## src/inc/vid_pkg.sv

```systemverilog
package vid_pkg;

    // ==========================================
    // sizes
    localparam int NUM_SRC   = 4;
    localparam int SRC_W     = 2;
    localparam int VEC_W     = 8;
    // vector bits replaced by the source number when status is merged
    localparam int STAT_LSB  = 1;

    // ==========================================
    // reset values
    localparam logic [NUM_SRC-1:0] SRC_RESET = 4'h0;
    localparam logic [VEC_W-1:0]   VEC_RESET = 8'h00;
    localparam logic [VEC_W-1:0]   POLL_NONE = 8'h00;
    localparam logic [VEC_W-1:0]   POLL_FLAG = 8'h80;

    // ==========================================
    // bus strobe sample
    typedef struct packed {
        logic addr_strobe_n;
        logic data_strobe_n;
        logic ack_cycle_n;
    } vid_bus_s;

    // per-source software controls, one-cycle pulses except enables
    typedef struct packed {
        logic [NUM_SRC-1:0] source_enable;
        logic [NUM_SRC-1:0] clr_pending;
        logic [NUM_SRC-1:0] clr_in_service;
    } vid_ctl_s;

    typedef enum logic [1:0] {
        VID_IDLE,
        VID_ADDR,
        VID_ACK,
        VID_DATA
    } vid_bus_e;

endpackage

```

## src/design/vid_ctrl.sv

```systemverilog
`timescale 1ns/100ps
module vid_ctrl
    import vid_pkg::*;
(
    input  wire logic                        core_clk,
    input  wire logic                        rstn,
    input  wire vid_pkg::vid_bus_s           bus,
    input  wire logic                        chain_enable_in,
    output logic                             chain_enable_out,
    output logic                             irq_request_n,
    input  wire logic [vid_pkg::NUM_SRC-1:0] src_event,
    input  wire vid_pkg::vid_ctl_s           ctl,
    input  wire logic                        global_enable_set,
    input  wire logic                        global_enable_clr,
    input  wire logic                        block_lower_chain,
    input  wire logic                        no_vector,
    input  wire logic                        vector_with_status,
    input  wire logic [vid_pkg::VEC_W-1:0]   vector_base,
    output logic [vid_pkg::VEC_W-1:0]        low_bus_byte_out,
    output logic                             low_bus_byte_oe,
    output logic [vid_pkg::VEC_W-1:0]        poll_status,
    output logic                             global_enable,
    output logic [vid_pkg::NUM_SRC-1:0]      irq_pending,
    output logic [vid_pkg::NUM_SRC-1:0]      in_service
);
    import vid_pkg::*;

    // ==========================================
    // strobe edge detection
    vid_bus_s bus_q;
    logic     ack_flag;
    logic     drive_vec;
    logic [VEC_W-1:0] vec_q;
    logic [VEC_W-1:0] next_vec;
    logic [NUM_SRC-1:0] src_en_q;

    wire as_rise;
    wire ds_fall;
    wire ds_rise;

    assign as_rise = bus.addr_strobe_n && !bus_q.addr_strobe_n;
    assign ds_fall = !bus.data_strobe_n && bus_q.data_strobe_n;
    assign ds_rise = bus.data_strobe_n && !bus_q.data_strobe_n;

    always_ff @(posedge core_clk)
    begin
        if (!rstn)
            bus_q <= '{1'b1, 1'b1, 1'b1};
        else
            bus_q <= bus;
    end

    // acknowledge flag held until the address strobe of the next transaction rises
    always_ff @(posedge core_clk)
    begin
        if (!rstn)
            ack_flag <= 1'b0;
        else if (as_rise)
            ack_flag <= !bus.ack_cycle_n;
    end

    // ==========================================
    // global enable
    always_ff @(posedge core_clk)
    begin
        if (!rstn)
        begin
            global_enable <= 1'b0;
            src_en_q      <= SRC_RESET;
        end
        else
        begin
            src_en_q <= ctl.source_enable;
            if (global_enable_set)
                global_enable <= 1'b1;
            else if (global_enable_clr)
                global_enable <= 1'b0;
        end
    end

    // ==========================================
    // source chain, highest priority first
    wire [NUM_SRC:0]   chain;
    wire [NUM_SRC-1:0] req;
    wire [NUM_SRC-1:0] sel;
    wire [NUM_SRC-1:0] eff_en;
    wire               ack_take;

    assign chain[0] = chain_enable_in;
    assign eff_en   = src_en_q & {NUM_SRC{global_enable}};
    assign ack_take = ack_flag && ds_fall;

    for (genvar i = 0; i < NUM_SRC; i++)
    begin : g_src
        vid_src u_src
        (
            .core_clk       (core_clk),
            .rstn           (rstn),
            .event_in       (src_event[i]),
            .clr_pending    (ctl.clr_pending[i]),
            .clr_in_service (ctl.clr_in_service[i]),
            .enable         (eff_en[i]),
            .ack_active     (ack_flag),
            .ack_take       (ack_take),
            .chain_in       (chain[i]),
            .chain_out      (chain[i+1]),
            .request        (req[i]),
            .selected       (sel[i]),
            .pending        (irq_pending[i]),
            .in_service     (in_service[i])
        );
    end

    // lower-chain block only gates the device output
    assign chain_enable_out = chain[NUM_SRC] && !block_lower_chain;
    assign irq_request_n    = ~|req;

    // ==========================================
    // vector output
    function automatic logic [SRC_W-1:0] enc_src(input logic [NUM_SRC-1:0] v);
        logic [SRC_W-1:0] r;
        r = '0;
        for (int k = NUM_SRC - 1; k >= 0; k--)
            if (v[k])
                r = SRC_W'(k);
        return r;
    endfunction

    wire [VEC_W-1:0] merged;
    wire             any_sel;

    assign any_sel = |sel;
    assign merged  = vector_with_status
                   ? ((vector_base & ~(VEC_W'({SRC_W{1'b1}}) << STAT_LSB))
                      | (VEC_W'(enc_src(sel)) << STAT_LSB))
                   : vector_base;
    assign next_vec = merged;

    always_ff @(posedge core_clk)
    begin
        if (!rstn)
        begin
            vec_q     <= VEC_RESET;
            drive_vec <= 1'b0;
        end
        else if (ack_take && any_sel)
        begin
            vec_q     <= next_vec;
            drive_vec <= !no_vector;
        end
        else if (ds_rise || as_rise)
            drive_vec <= 1'b0;
    end

    assign low_bus_byte_out = vec_q;
    assign low_bus_byte_oe  = drive_vec;

    // ==========================================
    // poll register
    always_ff @(posedge core_clk)
    begin
        if (!rstn)
            poll_status <= POLL_NONE;
        else if (|irq_pending)
            poll_status <= POLL_FLAG | VEC_W'(enc_src(irq_pending));
        else
            poll_status <= POLL_NONE;
    end
endmodule

```

## src/design/vid_src.sv

```systemverilog
`timescale 1ns/100ps
module vid_src
    import vid_pkg::*;
(
    input  wire logic core_clk,
    input  wire logic rstn,
    input  wire logic event_in,
    input  wire logic clr_pending,
    input  wire logic clr_in_service,
    input  wire logic enable,
    input  wire logic ack_active,
    input  wire logic ack_take,
    input  wire logic chain_in,
    output logic      chain_out,
    output logic      request,
    output logic      selected,
    output logic      pending,
    output logic      in_service
);
    // ==========================================
    // state bits
    wire select_now;

    assign select_now = ack_take && pending && chain_in && enable && !in_service;
    assign selected   = select_now;

    always_ff @(posedge core_clk)
    begin
        if (!rstn)
        begin
            pending    <= 1'b0;
            in_service <= 1'b0;
        end
        else
        begin
            // new event wins over a software clear
            pending    <= event_in || (pending && !clr_pending);
            in_service <= select_now || (in_service && !clr_in_service);
        end
    end

    // ==========================================
    // chain and request
    // in-service blocks regardless of enable
    assign chain_out = chain_in && !in_service
                       && !(ack_active && pending && enable);
    assign request   = pending && enable && !in_service && chain_in && !ack_active;
endmodule

```

## config.mk

```make
export PLATFORM = sky130hd
export DESIGN_NAME = vid_ctrl
export DESIGN_NICKNAME = d
export VERILOG_FILES = /design/src/inc/vid_pkg.sv /design/src/design/vid_ctrl.sv /design/src/design/vid_src.sv
export SDC_FILE = /design/constraint.sdc
export NUM_CORES = 1
export LEC_CHECK = 0
export CORE_UTILIZATION = 40
export CTS_CLUSTER_SIZE = 12
export DETAILED_ROUTE_END_ITERATION = 6
export DONT_BUFFER_PORTS = 1
export GPL_TIMING_DRIVEN = 0
export RECOVER_POWER = 50
export SYNTH_ARGS = -nofsm -noshare
export SYNTH_HDL_FRONTEND = slang
export SYNTH_HIERARCHICAL = 1
export SYNTH_SLANG_ARGS = --single-unit
```

## constraint.sdc

```tcl
create_clock -name core_clk -period 3.21 [get_ports core_clk]
set_clock_uncertainty 0.05 [all_clocks]
set_input_delay 0.8025 -clock core_clk [delete_from_list [all_inputs] [get_ports core_clk]]
set_output_delay 0.8025 -clock core_clk [all_outputs]
set_load 0.02 [all_outputs]
```

==> results.json <==
{
  "grt_use_met2_pct": 26.35,
  "synth_compound_area_share_pct": 20.32,
  "worstRegToRegCells": 14,
  "cts_root_buffer": "clkbuf_4",
  "rsz0062_at_grt": "true",
  "ir_worst_vdd_v": 0.0002650,
  "crit_end": "chain_enable_out",
  "grt-busiest-layer": "met2",
  "layout_common_cells": "dfxtp_1 (25), nor2_1 (14), inv_1 (12), buf_4 (11), a21oi_1 (10)",
  "required_ps": 2360,
  "via_count": 1062,
  "gp_congestion": 0.8074,
  "critical_path_class": "reg2out",
  "n_antenna_cell": 0,
  "final.fill_count": 302,
  "critPathMaxFanout": 6,
  "port_buffers": 0,
  "rows": 20,
  "synthXorXnorAreaFrac_pct": 0,
  "drt-initial-drc-count": 32,
  "tightest_slew_ps": 682.4,
  "numCtsBuffers": 3,
  "timing.rr.start": "global_enable",
  "hold_slack_ps": 498.4,
  "synth_adder_area_share_pct": 0,
  "clk_pin_slew_worst_paths_ps": 130,
  "ant_nets": 0,
  "hold_viol": 0,
  "r2r_slack_ps": 390,
  "use_met1_pct": 19.95,
  "hp-class": "in2reg",
  "critPathArrivalTime_ps": 2240,
  "worstHoldStart": "bus[0]",
  "slew_violations": 0,
  "syn_area_um2": 1349,
  "drt_wl_total_mm": 2.889,
  "critical_path.max_stage_delay_ps": 400,
  "fin_cells": 203,
  "htreeDepth": 1,
  "clock-sinks": 28,
  "initial_utilization_pct": 43.12,
  "area_growth_pct": 13.08,
  "die-width_um": 60.07,
  "postSynthCellCount": 146,
  "p_per_area_nw_per_um2": 375.2,
  "clockBufferDepth": 2,
  "cts_hold_buf": 0,
  "synth_cell_types": 31,
  "gr-usage-met3_pct": 6.277,
  "syn_area_per_cell_um2": 9.238,
  "finalCriticalPeriod_ps": 3089,
  "max_slew_margin_pct": 54.13,
  "synth.area.mux_share_pct": 0,
  "viasPerCell": 5.232,
  "yosysSeqAreaShare_pct": 41.56,
  "grt_pass1_vias": 948,
  "core_um2": 3128,
  "cp_slowest_cell": "dfxtp_4",
  "status": "completed",
  "fp.dieArea_um2": 3608,
  "leakage_nw": 0.6828,
  "path_common_cell": "a311oi_2",
  "setup_violations": 0,
  "cts_tree": "done",
  "crit_start": "global_enable",
  "worstSetupEndpointType": "output pin",
  "place_ws_ps": -119.0,
  "clk_latency_ps": 320,
  "firstDrtPassIters": 4,
  "grt_max_degree": 17,
  "ys_seq_elements": 28,
  "drive_above_1_share_pct": 21.38,
  "io-pin-count": 63,
  "dp_hpwl_mm": 2.150,
  "post-place-cells": 194,
  "synth_top_family_by_area": "simple AND/OR/NAND/NOR gates",
  "antenna_found_initial": 0,
  "synth-simple-area-share_pct": 30.06,
  "start_kind": "register",
  "regToRegEndpoint": "low_bus_byte_out[1]",
  "layout.nets": 196,
  "groute.usage.overall_pct": 16.18,
  "layout.cells.most_common": "dfxtp_1",
  "overflow": 0,
  "fmax_mhz": 323.7,
  "wl_per_cell_um": 14.23,
  "fin_ws_ps": 121.0,
  "crit_chain": "and2_4, a311oi_2, inv_1, a311oi_2, inv_1, a311oi_2, inv_1, a311oi_2, nor2b_4",
  "finalCritPeriodShare_pct": 96.23,
  "max-cap-violations": 0,
  "grt_pass1_wl_mm": 4.340,
  "drc": 0,
  "yosys_warnings": 6,
  "dieHeight_um": 60.07
}
[final cells by class]
type                            instances  area, um2  area share [%]
Multi-Input combinational cell        101      730.7           47.91
Sequential cell                        28      566.8           37.16
Tap cell                               44      55.05           3.610
Buffer                                  7      52.55           3.445
Inverter                               14      52.55           3.445
Timing Repair Buffer                    6      45.04           2.953
Clock buffer                            3      22.52           1.477
[what timing repair did]
action                                 in CTS  in global routing
endpoints found under the hold margin       0                  0
resized for setup                           8                  2
pin swaps                                   5                  4
setup endpoints to repair                   2                  3
buffers inserted                            5                  1
[cell families after synthesis]
logic type,count (synthesis)
simple gates,60
compound gates,36
flops,28
buf+inv,21
other cells,1
[cells in the mapped netlist, drive strengths merged]
library cell  count  area share (%)
dfxtp            28              42
nor2             15             4.2
inv              12             3.3
o21ai            11             4.1
a21oi            10             3.7
and2              8             3.7
nor2b             8             3.7
buf               6             3.6
nand3             6             2.2
a311oi            5             5.1
nand2             5             1.4
nand3b            5             2.8
o21a              5             2.8
nand4b            4             7.1
nand2b            3             1.4
clkinv            2            0.56
nor3              2            0.74
nor4              2             1.4
a2111oi           1             2.0
a211oi            1            0.56
a221o             1            0.74
and2b             1            0.65
clkbuf            1            0.28
conb              1            0.28
o211a             1            0.74
o21bai            1            0.56
or4               1            0.83
[sequential cells by signal, indices dropped and copies added, names as in the netlist]
name                    cells
ack_flag                    1
bus_q                       2
g_src.u_src/in_service      4
g_src.u_src/pending         4
global_enable               1
low_bus_byte_oe             1
low_bus_byte_out            8
poll_status                 3
src_en_q                    4
[stage by stage]
step           area [um2]  TNS [ps]  total power [mW]  util (%)
2_1_floorplan        1371         0            0.4280         -
3_3_place_gp         1426    -74.43            0.4356     45.60
3_5_place_dp         1426    -119.0            0.4374     45.60
4_1_cts              1515    -84.44            0.5788     48.44
5_1_grt              1525    -56.26            0.6002     48.76
6_report             1525         0            0.5723     48.76
[power breakdown]
group	switching, mW	internal [mW]	total (mW)	leakage [nW]
Combinational	0.0286	0.0258	0.0545	0.438
Clock	0.0929	0.0440	0.137	0.0138
Sequential	0.0218	0.359	0.381	0.231
[layer usage]
layer / up-vias / part of all wire (%)
li1: 523 / -
met1: 489 / 40
met2: 45 / 49
met3: 5 / 9.5
met4: 0 / 0.80
met5: - / 0
[worst min-delay path by stage]
| stage | to | slack, ps | cells past startpoint |
|---|---|---|---|
| 6_report | ack_flag | 500 | 1 |
| 5_1_grt | ack_flag | 480 | 1 |
| 4_1_cts | ack_flag | 490 | 1 |
| 3_5_place_dp | low_bus_byte_out[4] | 520 | 2 |
| 3_3_place_gp | ack_flag | 510 | 3 |
| 2_1_floorplan | ack_flag | 490 | 3 |
[critical path: cells and delay by family (launching register included)]
family                 cells  cell delay [ps]
AOI/OAI and AO/OA          4              870
DFF                        1              400
and+or+nand+nor            2              400
buffers and inverters      3              240
(Power assumes the default switching activity.)
